### config.mk
export PLATFORM = sky130hd
export DESIGN_NAME = qct_counter_timer
export DESIGN_NICKNAME = d
export VERILOG_FILES = /design/src/verilog/qct_pkg.sv /design/src/verilog/qct_unit.sv /design/src/verilog/qct_counter_timer.sv
export SDC_FILE = /design/constraint.sdc
export NUM_CORES = 1
export LEC_CHECK = 0
export ABC_AREA = 1
export BUFFER_PORTS_ARGS = -buffer_cell sky130_fd_sc_hd__clkbuf_2
export CAP_MARGIN = 40
export CORE_MARGIN = 2
export CORE_UTILIZATION = 55
export DETAILED_ROUTE_END_ITERATION = 8
export PLACE_DENSITY = 0.78
export SYNTH_ARGS = -nofsm -noshare
export SYNTH_HDL_FRONTEND = slang
export SYNTH_SLANG_ARGS = --single-unit
### constraint.sdc
create_clock -name clock -period 10.85 [get_ports clock]
set_input_delay 1.6275 -clock clock [delete_from_list [all_inputs] [get_ports clock]]
set_output_delay 1.6275 -clock clock [all_outputs]
set_load 0.05 [all_outputs]
### src/verilog/qct_pkg.sv
// Shared constants, register map and carrier types of the quad counter/timer.
// Assumes one 20 MHz device clock and a host on a plain strobe register port.
package qct_pkg;

    // =========================================================
    // Sizes and register map
    localparam int          CH_COUNT      = 4;
    localparam int          DATA_W        = 16;
    localparam int          ADDR_W        = 5;
    localparam int          PRE_W         = DATA_W + 2;
    localparam logic [4:0]  CMD_BASE      = 5'h00;
    localparam logic [4:0]  IMAGE_BASE    = 5'h04;
    localparam logic [4:0]  COUNT_BASE    = 5'h08;
    localparam logic [4:0]  GLOBAL_OFF    = 5'h0C;
    localparam logic [4:0]  LOADSTORE_OFF = 5'h0D;
    localparam logic [4:0]  FREEZE_OFF    = 5'h0E;
    localparam logic [4:0]  STATUS_OFF    = 5'h0F;
    localparam logic [4:0]  DELAY_OFF     = 5'h10;
    localparam logic [4:0]  POWER_OFF     = 5'h11;

    // =========================================================
    // Field positions, codes and reset values
    localparam int          FAMILY_BIT    = 0;
    localparam int          TMRCLK_BIT    = 7;
    localparam logic [2:0]  MODE_WAVE     = 3'h0;
    localparam logic [2:0]  MODE_PULSE    = 3'h1;
    localparam logic [2:0]  MODE_EVENT    = 3'h2;
    localparam logic [2:0]  MODE_CAPTURE  = 3'h3;
    localparam logic [2:0]  MODE_WATCHDOG = 3'h4;
    localparam logic [8:0]  CMD_RESET     = 9'h000;
    localparam logic [15:0] DELAY_RESET   = 16'h0000;

    // =========================================================
    // Timing
    localparam int CLOCK_HZ        = 20_000_000;
    localparam int MAX_INPUT_HZ    = 30_000_000;
    localparam int MAX_COUNT_HZ    = 7_000_000;
    localparam int MIN_TICK_NS     = 143;
    localparam int BASE_DIV        = 4;
    localparam int CLOCK_NS        = 1_000_000_000 / CLOCK_HZ;
    localparam int MIN_TICK_CYCLES = (MIN_TICK_NS + CLOCK_NS - 1) / CLOCK_NS;

    // =========================================================
    // Types
    typedef struct packed {
        logic       run;
        logic       srcArray;
        logic       srcPin;
        logic       countUp;
        logic       inPol;
        logic       outPol;
        logic [2:0] mode;
    } qct_cfg_type;

    typedef struct packed {
        logic [ADDR_W-1:0] addr;
        logic [DATA_W-1:0] wdata;
        logic              wr;
        logic              rd;
    } qct_req_type;

    typedef enum logic [2:0] {
        MD_OFF, MD_WAVE, MD_PULSE, MD_EVENT, MD_CAPTURE, MD_WATCHDOG
    } qct_mode_type;

endpackage : qct_pkg

### src/verilog/qct_unit.sv
// One count unit: up/down counter with its image register and mode logic.
// Assumes one-cycle tick, trigger and write strobes from the same clock.
`timescale 1ns/1ps
module qct_unit #(
    parameter int DATA_W = qct_pkg::DATA_W
) (
    input  wire logic                  clock,
    input  wire logic                  reset,
    input  wire logic                  tick,
    input  wire qct_pkg::qct_mode_type mode,
    input  wire qct_pkg::qct_cfg_type  cfg,
    input  wire logic                  trigger,
    input  wire logic                  swStrobe,
    input  wire logic                  handIn,
    input  wire logic                  freeze,
    input  wire logic                  imageWrite,
    input  wire logic                  countWrite,
    input  wire logic [DATA_W-1:0]     wdata,
    output logic      [DATA_W-1:0]     count,
    output logic      [DATA_W-1:0]     image,
    output logic                       tcPulse,
    output logic                       irq,
    output logic                       outLevel,
    output logic                       freezeAck,
    output logic                       active
);
    logic [DATA_W-1:0] next_count;
    logic [DATA_W-1:0] next_image;
    logic              next_tcPulse;
    logic              next_irq;
    logic              next_outLevel;
    logic              next_active;
    logic              bark;
    logic              next_bark;
    logic              pend;
    logic              next_pend;
    logic              up;
    logic              wrap;
    logic              step;
    logic              loadGo;
    logic              storeGo;

    // =========================================================
    // Counting, loading and capture
    always_comb
    begin
        next_count    = count;
        next_image    = image;
        next_active   = active;
        next_bark     = bark;
        next_pend     = pend;
        next_tcPulse  = 1'b0;
        loadGo        = 1'b0;
        storeGo       = 1'b0;
        step          = 1'b0;
        up = cfg.countUp && (mode != qct_pkg::MD_WATCHDOG);
        wrap = up ? (count == 16'hFFFF) : (count == 16'h0000);
        case (mode)
            qct_pkg::MD_WAVE:
            begin
                step   = cfg.run && active;
                loadGo = trigger || swStrobe || handIn;
            end
            qct_pkg::MD_PULSE, qct_pkg::MD_WATCHDOG:
            begin
                step   = cfg.run && active;
                loadGo = trigger || swStrobe;
            end
            qct_pkg::MD_EVENT:
            begin
                step = cfg.run && pend;
            end
            qct_pkg::MD_CAPTURE:
            begin
                step    = cfg.run;
                storeGo = trigger || swStrobe;
            end
            default:
            begin
                next_active = 1'b0;
            end
        endcase
        if (tick)
        begin
            next_pend = 1'b0;
        end
        if (tick && step)
        begin
            next_count = up ? count + 16'h0001 : count - 16'h0001;
            if (wrap)
            begin
                next_tcPulse = 1'b1;
                next_active  = 1'b0;
                next_bark    = (mode == qct_pkg::MD_WATCHDOG);
            end
        end
        // A trigger in the tick cycle stays pending for the next tick.
        if (trigger && mode == qct_pkg::MD_EVENT)
        begin
            next_pend = 1'b1;
        end
        if (loadGo)
        begin
            next_count  = image;
            next_active = 1'b1;
            next_bark   = 1'b0;
        end
        if (countWrite)
        begin
            next_count = wdata;
        end
        // Freeze holds the image still for the host while counting goes on.
        if (!freeze && mode == qct_pkg::MD_EVENT)
        begin
            next_image = next_count;
        end
        if (!freeze && storeGo)
        begin
            next_image = count;
        end
        if (imageWrite)
        begin
            next_image = wdata;
        end
        next_irq = next_tcPulse || storeGo;
        if (mode == qct_pkg::MD_WATCHDOG)
        begin
            next_outLevel = next_bark ? cfg.outPol : !cfg.outPol;
        end
        else
        begin
            next_outLevel = next_active ? cfg.outPol : !cfg.outPol;
        end
    end

    always_ff @(posedge clock or posedge reset)
    begin
        if (reset)
        begin
            count     <= '0;
            image     <= '0;
            tcPulse   <= 1'b0;
            irq       <= 1'b0;
            outLevel  <= 1'b0;
            freezeAck <= 1'b0;
            active    <= 1'b0;
            bark      <= 1'b0;
            pend      <= 1'b0;
        end
        else
        begin
            count     <= next_count;
            image     <= next_image;
            tcPulse   <= next_tcPulse;
            irq       <= next_irq;
            outLevel  <= next_outLevel;
            freezeAck <= freeze;
            active    <= next_active;
            bark      <= next_bark;
            pend      <= next_pend;
        end
    end
endmodule : qct_unit

### src/verilog/qct_counter_timer.sv
// Four-channel counter/timer with shared prescaler and host registers.
// Assumes host strobes are one cycle long on the device clock; pins are
// asynchronous, logic-array inputs share the clock.
//
// The strobed register port and the register addresses were decided locally.
`timescale 1ns/1ps
module qct_counter_timer #(
    parameter int CH = qct_pkg::CH_COUNT
) (
    input  wire logic                        clock,
    input  wire logic                        reset,
    input  wire qct_pkg::qct_req_type        hostReq,
    output logic      [qct_pkg::DATA_W-1:0]  rdata,
    input  wire logic [CH-1:0]               pinIn,
    input  wire logic [CH-1:0]               arrayIn,
    output logic      [CH-1:0]               portOut,
    output logic      [CH-1:0]               irq,
    output logic                             watchdogOut
);
    localparam int DW = qct_pkg::DATA_W;

    qct_pkg::qct_cfg_type   cmd [CH];
    qct_pkg::qct_cfg_type   next_cmd [CH];
    qct_pkg::qct_mode_type  modes [CH];
    logic                   family;
    logic                   next_family;
    logic [DW-1:0]          delay;
    logic [DW-1:0]          next_delay;
    logic                   timerOff;
    logic                   next_timerOff;
    logic [CH-1:0]          freezeReg;
    logic [CH-1:0]          next_freezeReg;
    logic [DW-1:0]          next_rdata;
    logic [qct_pkg::PRE_W-1:0] preCount;
    logic [qct_pkg::PRE_W-1:0] next_preCount;
    logic                   tick;
    logic [CH-1:0]          pinS1;
    logic [CH-1:0]          pinS2;
    logic [CH-1:0]          pinS3;
    logic [CH-1:0]          pinLvl;
    logic [CH-1:0]          next_pinLvl;
    logic [CH-1:0]          arrPrev;
    logic [CH-1:0]          trigger;
    logic [CH-1:0]          swPulse;
    logic [CH-1:0]          imageWr;
    logic [CH-1:0]          countWr;
    logic [CH-1:0]          tcV;
    logic [CH-1:0]          irqV;
    logic [CH-1:0]          outV;
    logic [CH-1:0]          ackV;
    logic [CH-1:0]          activeV;
    logic [DW-1:0]          countV [CH];
    logic [DW-1:0]          imageV [CH];
    logic [CH-1:0]          next_portOut;
    logic                   next_watchdogOut;

    // One family for the whole group; channel 2 alone may watchdog.
    function automatic qct_pkg::qct_mode_type effMode(
        input logic [2:0] code,
        input logic       fam,
        input int         ch
    );
        effMode = qct_pkg::MD_OFF;
        if (fam)
        begin
            if (ch == 2)
            begin
                effMode = qct_pkg::MD_WATCHDOG;
            end
            else if (code == qct_pkg::MODE_EVENT)
            begin
                effMode = qct_pkg::MD_EVENT;
            end
            else if (code == qct_pkg::MODE_CAPTURE)
            begin
                effMode = qct_pkg::MD_CAPTURE;
            end
        end
        else
        begin
            case (code)
                qct_pkg::MODE_WAVE:  effMode = qct_pkg::MD_WAVE;
                qct_pkg::MODE_PULSE: effMode = qct_pkg::MD_PULSE;
                qct_pkg::MODE_WATCHDOG:
                begin
                    if (ch == 2)
                    begin
                        effMode = qct_pkg::MD_WATCHDOG;
                    end
                end
                default: effMode = qct_pkg::MD_OFF;
            endcase
        end
    endfunction : effMode

    // =========================================================
    // Host registers
    always_comb
    begin
        next_family    = family;
        next_delay     = delay;
        next_timerOff  = timerOff;
        next_freezeReg = freezeReg;
        next_rdata     = '0;
        swPulse        = '0;
        imageWr        = '0;
        countWr        = '0;
        for (int i = 0; i < CH; i++)
        begin
            next_cmd[i] = cmd[i];
        end
        if (hostReq.wr)
        begin
            for (int i = 0; i < CH; i++)
            begin
                if (hostReq.addr == qct_pkg::CMD_BASE + 5'(i))
                begin
                    next_cmd[i] = hostReq.wdata[8:0];
                end
                imageWr[i] = hostReq.addr == qct_pkg::IMAGE_BASE + 5'(i);
                countWr[i] = hostReq.addr == qct_pkg::COUNT_BASE + 5'(i);
            end
            case (hostReq.addr)
                qct_pkg::GLOBAL_OFF:
                    next_family = hostReq.wdata[qct_pkg::FAMILY_BIT];
                qct_pkg::LOADSTORE_OFF: swPulse = hostReq.wdata[CH-1:0];
                qct_pkg::FREEZE_OFF: next_freezeReg = hostReq.wdata[CH-1:0];
                qct_pkg::DELAY_OFF: next_delay = hostReq.wdata;
                qct_pkg::POWER_OFF:
                    next_timerOff = hostReq.wdata[qct_pkg::TMRCLK_BIT];
                default: next_family = family;
            endcase
        end
        if (hostReq.rd)
        begin
            for (int i = 0; i < CH; i++)
            begin
                if (hostReq.addr == qct_pkg::CMD_BASE + 5'(i))
                begin
                    next_rdata = {7'h00, cmd[i]};
                end
                if (hostReq.addr == qct_pkg::IMAGE_BASE + 5'(i))
                begin
                    next_rdata = imageV[i];
                end
                if (hostReq.addr == qct_pkg::COUNT_BASE + 5'(i))
                begin
                    next_rdata = countV[i];
                end
            end
            case (hostReq.addr)
                qct_pkg::GLOBAL_OFF: next_rdata = {15'h0000, family};
                qct_pkg::FREEZE_OFF: next_rdata = {12'h000, freezeReg};
                qct_pkg::STATUS_OFF: next_rdata = {8'h00, activeV, ackV};
                qct_pkg::DELAY_OFF:  next_rdata = delay;
                qct_pkg::POWER_OFF:  next_rdata = {8'h00, timerOff, 7'h00};
                default:             next_rdata = next_rdata;
            endcase
        end
    end

    always_ff @(posedge clock or posedge reset)
    begin
        if (reset)
        begin
            for (int i = 0; i < CH; i++)
            begin
                cmd[i] <= qct_pkg::CMD_RESET;
            end
            family    <= 1'b0;
            delay     <= qct_pkg::DELAY_RESET;
            timerOff  <= 1'b0;
            freezeReg <= '0;
            rdata     <= '0;
        end
        else
        begin
            for (int i = 0; i < CH; i++)
            begin
                cmd[i] <= next_cmd[i];
            end
            family    <= next_family;
            delay     <= next_delay;
            timerOff  <= next_timerOff;
            freezeReg <= next_freezeReg;
            rdata     <= next_rdata;
        end
    end

    // =========================================================
    // Prescaler
    // The tick never comes faster than clock/4, so a 20 MHz clock gives
    // 5 MHz at most, inside the 7 MHz the counters are built for.
    // Sleep has no input here: only the power bit stops the tick.
    assign tick = !timerOff
        && (preCount == {delay, 2'b11});

    always_comb
    begin
        next_preCount = tick ? '0 : preCount + 18'h00001;
        if (timerOff)
        begin
            next_preCount = '0;
        end
    end

    always_ff @(posedge clock or posedge reset)
    begin
        if (reset)
        begin
            preCount <= '0;
        end
        else
        begin
            preCount <= next_preCount;
        end
    end

    // =========================================================
    // Trigger inputs
    // A pin change is accepted once the second and third stages agree.
    always_comb
    begin
        for (int i = 0; i < CH; i++)
        begin
            next_pinLvl[i] = (pinS2[i] == pinS3[i]) ? pinS3[i] : pinLvl[i];
            trigger[i] = (cmd[i].srcPin && next_pinLvl[i] != pinLvl[i]
                && next_pinLvl[i] == cmd[i].inPol)
                || (cmd[i].srcArray && arrayIn[i] && !arrPrev[i]);
        end
    end

    always_ff @(posedge clock or posedge reset)
    begin
        if (reset)
        begin
            pinS1   <= '0;
            pinS2   <= '0;
            pinS3   <= '0;
            pinLvl  <= '0;
            arrPrev <= '0;
        end
        else
        begin
            pinS1   <= pinIn;
            pinS2   <= pinS1;
            pinS3   <= pinS2;
            pinLvl  <= next_pinLvl;
            arrPrev <= arrayIn;
        end
    end

    // =========================================================
    // Count units
    for (genvar g = 0; g < CH; g++)
    begin : gUnit
        assign modes[g] = effMode(cmd[g].mode, family, g);

        qct_unit #(
            .DATA_W (DW)
        ) uUnit (
            .clock      (clock),
            .reset      (reset),
            .tick       (tick),
            .mode       (modes[g]),
            .cfg        (cmd[g]),
            .trigger    (trigger[g]),
            .swStrobe   (swPulse[g]),
            .handIn     (tcV[g ^ 1]),
            .freeze     (freezeReg[g]),
            .imageWrite (imageWr[g]),
            .countWrite (countWr[g]),
            .wdata      (hostReq.wdata),
            .count      (countV[g]),
            .image      (imageV[g]),
            .tcPulse    (tcV[g]),
            .irq        (irqV[g]),
            .outLevel   (outV[g]),
            .freezeAck  (ackV[g]),
            .active     (activeV[g])
        );
    end

    // =========================================================
    // Outputs
    // In waveform the even unit drives the pair's pin for both slots.
    always_comb
    begin
        next_portOut = outV;
        for (int i = 0; i < CH; i += 2)
        begin
            if (modes[i] == qct_pkg::MD_WAVE)
            begin
                next_portOut[i + 1] = outV[i];
            end
        end
        next_watchdogOut = (modes[2] == qct_pkg::MD_WATCHDOG)
            && (outV[2] == cmd[2].outPol);
    end

    always_ff @(posedge clock or posedge reset)
    begin
        if (reset)
        begin
            portOut     <= '0;
            irq         <= '0;
            watchdogOut <= 1'b0;
        end
        else
        begin
            portOut     <= next_portOut;
            irq         <= irqV;
            watchdogOut <= next_watchdogOut;
        end
    end
endmodule : qct_counter_timer

==> results.cfg, run 1 <==
[grt]
antenna_found_initial = 2
grt-busiest-layer = met2
grt_overflow_total = 0
grt_pass1_wl_um = 108000
met2_usage = 0.606
grt_pass1_vias = 18800
use_met1 = 0.525
grt_start_max_net_pins = 164
grt_use_total = 0.393
met3_usage = 0.0860

[hold_path]
hp-class = flip-flop to flip-flop
holdPathStages = 0

[job]
cap_violations = 0

[floorplan]
fp-row-count = 68
die_area_sq_um = 36000
ioPinCount = 58
die_y_um = 190
start_util = 0.554
coreArea_sq_um = 34300
die_w_um = 190

[cells_and_area]
finish.instance_area_sq_um = 20700
drive_above_1_share = 0.0661
multiInputGateArea_sq_um = 10000
area.sequential_sq_um = 6830
finalNonFillerCells = 3347
num-nets-final = 2962
postLayoutCoreUtil = 0.604
area_growth_pct = 8.99
fillers = 3293

[sta]
slew_headroom = 0.334
hold_viol = 0
final-setup-viol-count = 0
whs_ns = 0.332
worstMarginPinSlew_ns = 0.999
slew_viol_final = 0
fin_crit_sh = 0.369
skew_ns = 0.0256
rsz0062_at_grt = no
fmax_mhz = 250
setup_ws_ns = 6.85
min_period_ns = 4.00
finalSetupTns_ns = 0

[route]
drt_wl_total_um = 70600
drc = 0
wl_per_cell_um = 21.1
drt-initial-drc-count = 2207
first_pass_iters = 6
num_vias = 19800
vias_per_cell = 5.90
antenna_left = 0

[placement]
io_buffers = 57
dp.cells = 3288
placed_area_sq_um = 19600
gp_congestion = 1.02
hpwl_um = 52200
place_ws_ns = 6.40

[synth]
yosysWarnings = 0
yosys_most_used_dff = dfrtp_1
async_flop_share = 1.00
syn_avg_cell_area_sq_um = 6.67
ys_ff_latch = 273
ys_seq_area_frac = 0.360
synthCells = 2845
syn_nets = 2941
synth-edff-count = 0
netlist_area_sq_um = 19000
ys_types = 50

[clocking]
cts_num_sinks = 273
cts-root-buf = clkbuf_16
clkLatencyLatePin_ns = 0.61
cts_tree = done
cts.clk_slew.worst_paths_ns = 0.06
cts_resized = 0
clockBufferDepth = 3
post_cts_buffers = 0
htree_levels = 1
ctsHoldBuffers = 0
numCtsBuffers = 31

[setup_path]
worst-r2r-setup-slack_ns = 7.34
crit_arrival_ns = 4.49
cp-endpoint = gUnit[0].uUnit.image[15]
critical_path.reg2reg.endpoint = gUnit[2].uUnit.count[15]
rr_startpoint = family
cp_max_fo = 23
cp-startpoint = hostReq[19]
reg2reg_depth = 14
startpoint_type = input port
crit_required_ns = 11.34
crit_path_end_kind = flip-flop
critPathKind = input port to flip-flop

[power_and_ir_drop]
power.total_mw = 5.34
power.density_nw_per_um2 = 258
cellLeakagePower_nw = 11.0
max-vdd-ir-drop_mv = 0.170

[status]
outcome = finished clean
[state kept, by name (all words and copies together) (netlist names), 16 cells and up]
register and cells:
preCount 18, gUnit.uUnit.image 64, rdata 16, cmd 36
delay 16, gUnit.uUnit.count 64
[cell families (layout without fill, tap and decap cells)]
| family | count (synthesis) | in the layout | share of synthesized area |
|---|---|---|---|
| xor gates and xnor gates | 47 | 47 | 0.0217 |
| buffers and inverters | 542 | 588 | 0.112 |
| AOI/OAI and AO/OA | 499 | 499 | 0.145 |
| muxes | 1 | 1 | 0.000593 |
| other | 0 | 1 | 0 |
| DFF | 273 | 273 | 0.360 |
| adders and majority gates | 63 | 63 | 0.0431 |
| and+or+nand+nor | 1420 | 1420 | 0.319 |
[worst max-delay path, stage by stage]
cell      delay, ns
clkbuf_2       0.13
nor2_1         0.36
nand2_1        0.58
nor2_2         0.73
inv_1          0.49
o21ai_0        0.22
inv_1          0.06
nand2_1        0.09
nand3_1        0.07
nand2_1        0.07
nand2_1        0.05
[cell usage in the layout, fill, tap and decap left out, types with 6 or more instances in the layout]
cell type and count:
o2111ai_1 7, nor4_1 14, a21oi_1 171, nor2_2 8, o21bai_1 6, nor2_1 134
xnor2_1 18, o21ai_1 11, nand2_1 935, ha_1 59, nand3b_1 16, o22ai_1 69
clkbuf_8 6, o21ai_0 186, nand4_1 51, clkbuf_16 31, clkbuf_2 57, buf_4 7
dfrtp_1 273, or2_2 9, a22oi_1 9, nor3_1 28, o211ai_1 14, inv_1 431
inv_2 26, nand3_1 195, xor2_1 29
[power by group]
part	total, mW	leakage [nW]	internal, mW	switching (mW)
Clock	1.13	0.535	0.646	0.480
Combinational	2.53	7.12	0.867	1.66
Sequential	1.68	3.39	1.32	0.365
[how the worst min path moves through the flow]
stage | start | to | slack (ns)
2_1_floorplan | gUnit[0].uUnit.irq | irq[0] | 0.33
3_3_place_gp | pinS1[1] | pinS2[1] | 0.33
3_5_place_dp | pinS1[3] | pinS2[3] | 0.34
4_1_cts | pinS1[0] | pinS2[0] | 0.34
5_1_grt | pinS1[3] | pinS2[3] | 0.35
6_report | pinS1[0] | pinS2[0] | 0.33
[layer usage]
metal | wire length [um] | part of all wire | vias up
met1 | 28300 | 0.40 | 9201
met4 | 3900 | 0.055 | 0
li1 | - | - | 9230
met2 | 30900 | 0.44 | 1089
met3 | 7500 | 0.11 | 234
met5 | 0 | 0 | -
[Yosys cell counts (all sizes together) (18+ instances only)]
master | instances | area share
buf | 38 | 0.012
o22ai | 70 | 0.023
inv | 458 | 0.091
ha | 59 | 0.039
o21ai | 197 | 0.052
xnor2 | 18 | 0.0083
nor3 | 31 | 0.0093
xor2 | 29 | 0.013
dfrtp | 273 | 0.36
nand4 | 52 | 0.018
a21oi | 171 | 0.045
clkbuf | 43 | 0.0085
nand2 | 940 | 0.19
nor2 | 146 | 0.031
nand3 | 201 | 0.056
[cell type report]
| cell class | count | area share |
|---|---|---|
| Inverter | 461 | 0.0840 |
| Tap cell | 455 | 0.0275 |
| Sequential cell | 273 | 0.330 |
| Multi-Input combinational cell | 2030 | 0.485 |
| Antenna cell | 1 | 0.000121 |
| Timing Repair Buffer | 69 | 0.0202 |
| Clock buffer | 38 | 0.0417 |
| Clock inverter | 20 | 0.0111 |
No activity file was read; power rests on OpenSTA's default activity.
==> run 2: changes to the inputs <==
--- a/config.mk
+++ b/config.mk
@@ -5,7 +5,7 @@
 export SDC_FILE = /design/constraint.sdc
 export NUM_CORES = 1
 export LEC_CHECK = 0
-export ABC_AREA = 1
+export ABC_AREA = 0
 export BUFFER_PORTS_ARGS = -buffer_cell sky130_fd_sc_hd__clkbuf_2
 export CAP_MARGIN = 40
 export CORE_MARGIN = 2
==> constraint.sdc (replaced) <==
create_clock -name clock -period 3.9 [get_ports clock]
set_input_delay 0.585 -clock clock [delete_from_list [all_inputs] [get_ports clock]]
set_output_delay 0.585 -clock clock [all_outputs]
set_load 0.05 [all_outputs]
==> run 2 against run 1 <==
Against the previous run: synthesized area fell by 11%; sequential power increased to 3.0 times the previous value; cell count shrank 32%; setup slack worse by 6.5 ns; largest power group unchanged; highest routed layer unchanged.
==> results.cfg, run 2 <==
[route]
drc = 0
vias_per_cell = 6.96
drt_wl_total_um = 57200
antenna_left = 0
drt-initial-drc-count = 2278
num_vias = 15900
wl_per_cell_um = 25.1
first_pass_iters = 8

[synth]
synth_top_area_cell = dfrtp_1
synth_common_cells = dfrtp_1 (273), nand2_1 (199), nor2_1 (171)
syn_avg_cell_area_sq_um = 9.20
yosysWarnings = 0
synthCells = 1838
syn_nets = 1934
netlist_top_cells_area = dfrtp_1 (40%), mux2_2 (4.9%), nand2_1 (4.4%)
yosys_most_used_dff = dfrtp_1
async_flop_share = 1.00
ys_types = 88
netlist_area_sq_um = 16900
yosysTopAreaCellShare = 0.404
ys_seq_area_frac = 0.404
yosysMostFrequentCell = dfrtp_1
ys_ff_latch = 273
synth-edff-count = 0

[cells_and_area]
area_growth_pct = 10.3
largestRegisters = gUnit.uUnit.count: 64 flops, gUnit.uUnit.image: 64 flops, cmd: 36 flops
layout_commonest_cell = dfrtp_1
finalNonFillerCells = 2283
drive_above_1_share = 0.134
finish.instance_area_sq_um = 18700
antenna_cells = 0
num-nets-final = 1962
final_cell_mix = dfrtp_1 (273), nand2_1 (199), nor2_1 (171)
fillers = 2555
postLayoutCoreUtil = 0.613

[floorplan]
die_w_um = 179
fp-row-count = 64
ioPinCount = 58
die_y_um = 179
die_area_sq_um = 32200
coreArea_sq_um = 30400
start_util = 0.556

[placement]
hpwl_um = 40800
gp_congestion = 1.02
dp.cells = 2229
placed_area_sq_um = 17700
io_buffers = 57

[job]
cap_violations = 0

[clocking]
htree_levels = 1
clockBufferDepth = 3
cts_num_sinks = 273
numCtsBuffers = 31
cts_tree = done
ctsHoldBuffers = 0
cts-root-buf = clkbuf_16
cts.clk_slew.worst_paths_ns = 0.07
post_cts_buffers = 0
cts_resized = 0
clkLatencyLatePin_ns = 0.57

[setup_path]
crit_arrival_ns = 4.02
startpoint_type = flip-flop
crit_required_ns = 4.36
cp_max_fo = 14
reg2reg_depth = 13
critPathKind = flip-flop to flip-flop
crit_path_end_kind = flip-flop

[power_and_ir_drop]
power.density_nw_per_um2 = 735
switching_share = 0.426
internal-power_mw = 7.88
seqPwrFrac = 0.366
p_switching_mw = 5.84
p_clk_frac = 0.213
cellLeakagePower_nw = 7.99
p_comb_frac = 0.421
max-vdd-ir-drop_mv = 0.546

[sta]
worstMarginPinSlew_ns = 1.01
min_period_ns = 3.57
whs_ns = 0.123
fmax_mhz = 280
slew_headroom = 0.329
rsz0062_at_grt = no
finalSetupTns_ns = 0
fin_crit_sh = 0.914
slew_viol_final = 0
final-setup-viol-count = 0
hold_viol = 0
skew_ns = 0.0127

[grt]
antenna_found_initial = 0
grt_start_max_net_pins = 160
grt_overflow_total = 0
grt_pass1_vias = 15100
grt_pass1_wl_um = 88900
grt_use_total = 0.360

[hold_path]
hp-class = input port to flip-flop
holdPathStages = 1

[status]
outcome = finished clean
## run 2: worst paths after layout
| kind | slack, ns | start | to |
|---|---|---|---|
| max in group asynchronous | 2.86 | reset | gUnit[2].uUnit.image[14] |
| worst max-delay path | 0.33 | cmd[9] | gUnit[2].uUnit.count[15] |
| min in group asynchronous | 0.21 | reset | preCount[6] |
| worst min-delay path | 0.12 | pinIn[2] | pinS1[2] |
| worst max register to register | 0.33 | cmd[9] | gUnit[2].uUnit.count[15] |
| worst min register to register | 0.35 | pinS1[0] | pinS2[0] |
## run 2: power by group through the flow
stage               logic (mW)  clock network [mW]  registers [mW]
floorplan                 4.44                   0            4.52
global placement          5.45                   0            4.95
detailed placement        5.62                   0            4.97
CTS                       5.68                2.94            4.93
global route              6.39                3.06            5.09
finish                    5.77                2.93            5.03
## run 2: layout make-up
type / count / area, sq um / area share
multi-input cells: 1421 / 9510 / 0.510
clock buffers: 44 / 895 / 0.0479
repair buffers: 104 / 673 / 0.0361
clock inverters: 10 / 113 / 0.00603
flip-flops and latches: 273 / 6830 / 0.366
well taps: 396 / 495 / 0.0266
inverters: 35 / 140 / 0.00751
## run 2: cell families (layout without fill, tap and decap cells)
group | after synthesis | count (layout) | share of synthesized area
xor gates and xnor gates | 92 | 92 | 0.0476
muxes | 87 | 87 | 0.0570
DFF | 273 | 273 | 0.404
adders and majority gates | 67 | 67 | 0.0508
and+or+nand+nor | 614 | 614 | 0.173
buffers and inverters | 144 | 193 | 0.0344
AOI/OAI and AO/OA | 561 | 561 | 0.234
## run 2: critical path, cell delays in order, from the launching register on
cell,delay [ns]
dfrtp_1,0.44
nor2_1,0.07
a21oi_1,0.31
nand2_1,0.20
buf_4,0.24
ha_1,0.33
a21oi_1,0.22
a21oi_1,0.13
o41ai_2,0.44
o311ai_1,0.16
a21oi_1,0.21
xnor2_1,0.15
mux2_1,0.34
a31o_1,0.21
## run 2: layer usage
metal / wire length, um / global-route usage / part of all wire
met3: 7180 / 0.0821 / 0.13
met2: 24400 / 0.540 / 0.43
met5: 0 / 0 / 0
met4: 3960 / 0.194 / 0.069
met1: 21600 / 0.486 / 0.38
## run 2: per-stage QoR
step | power, mW | worst slack, ns
2_1_floorplan | 8.96 | -0.294
3_3_place_gp | 10.4 | 0.567
3_5_place_dp | 10.6 | 0.457
4_1_cts | 13.5 | 0.433
5_1_grt | 14.5 | 0.0967
6_report | 13.7 | 0.335
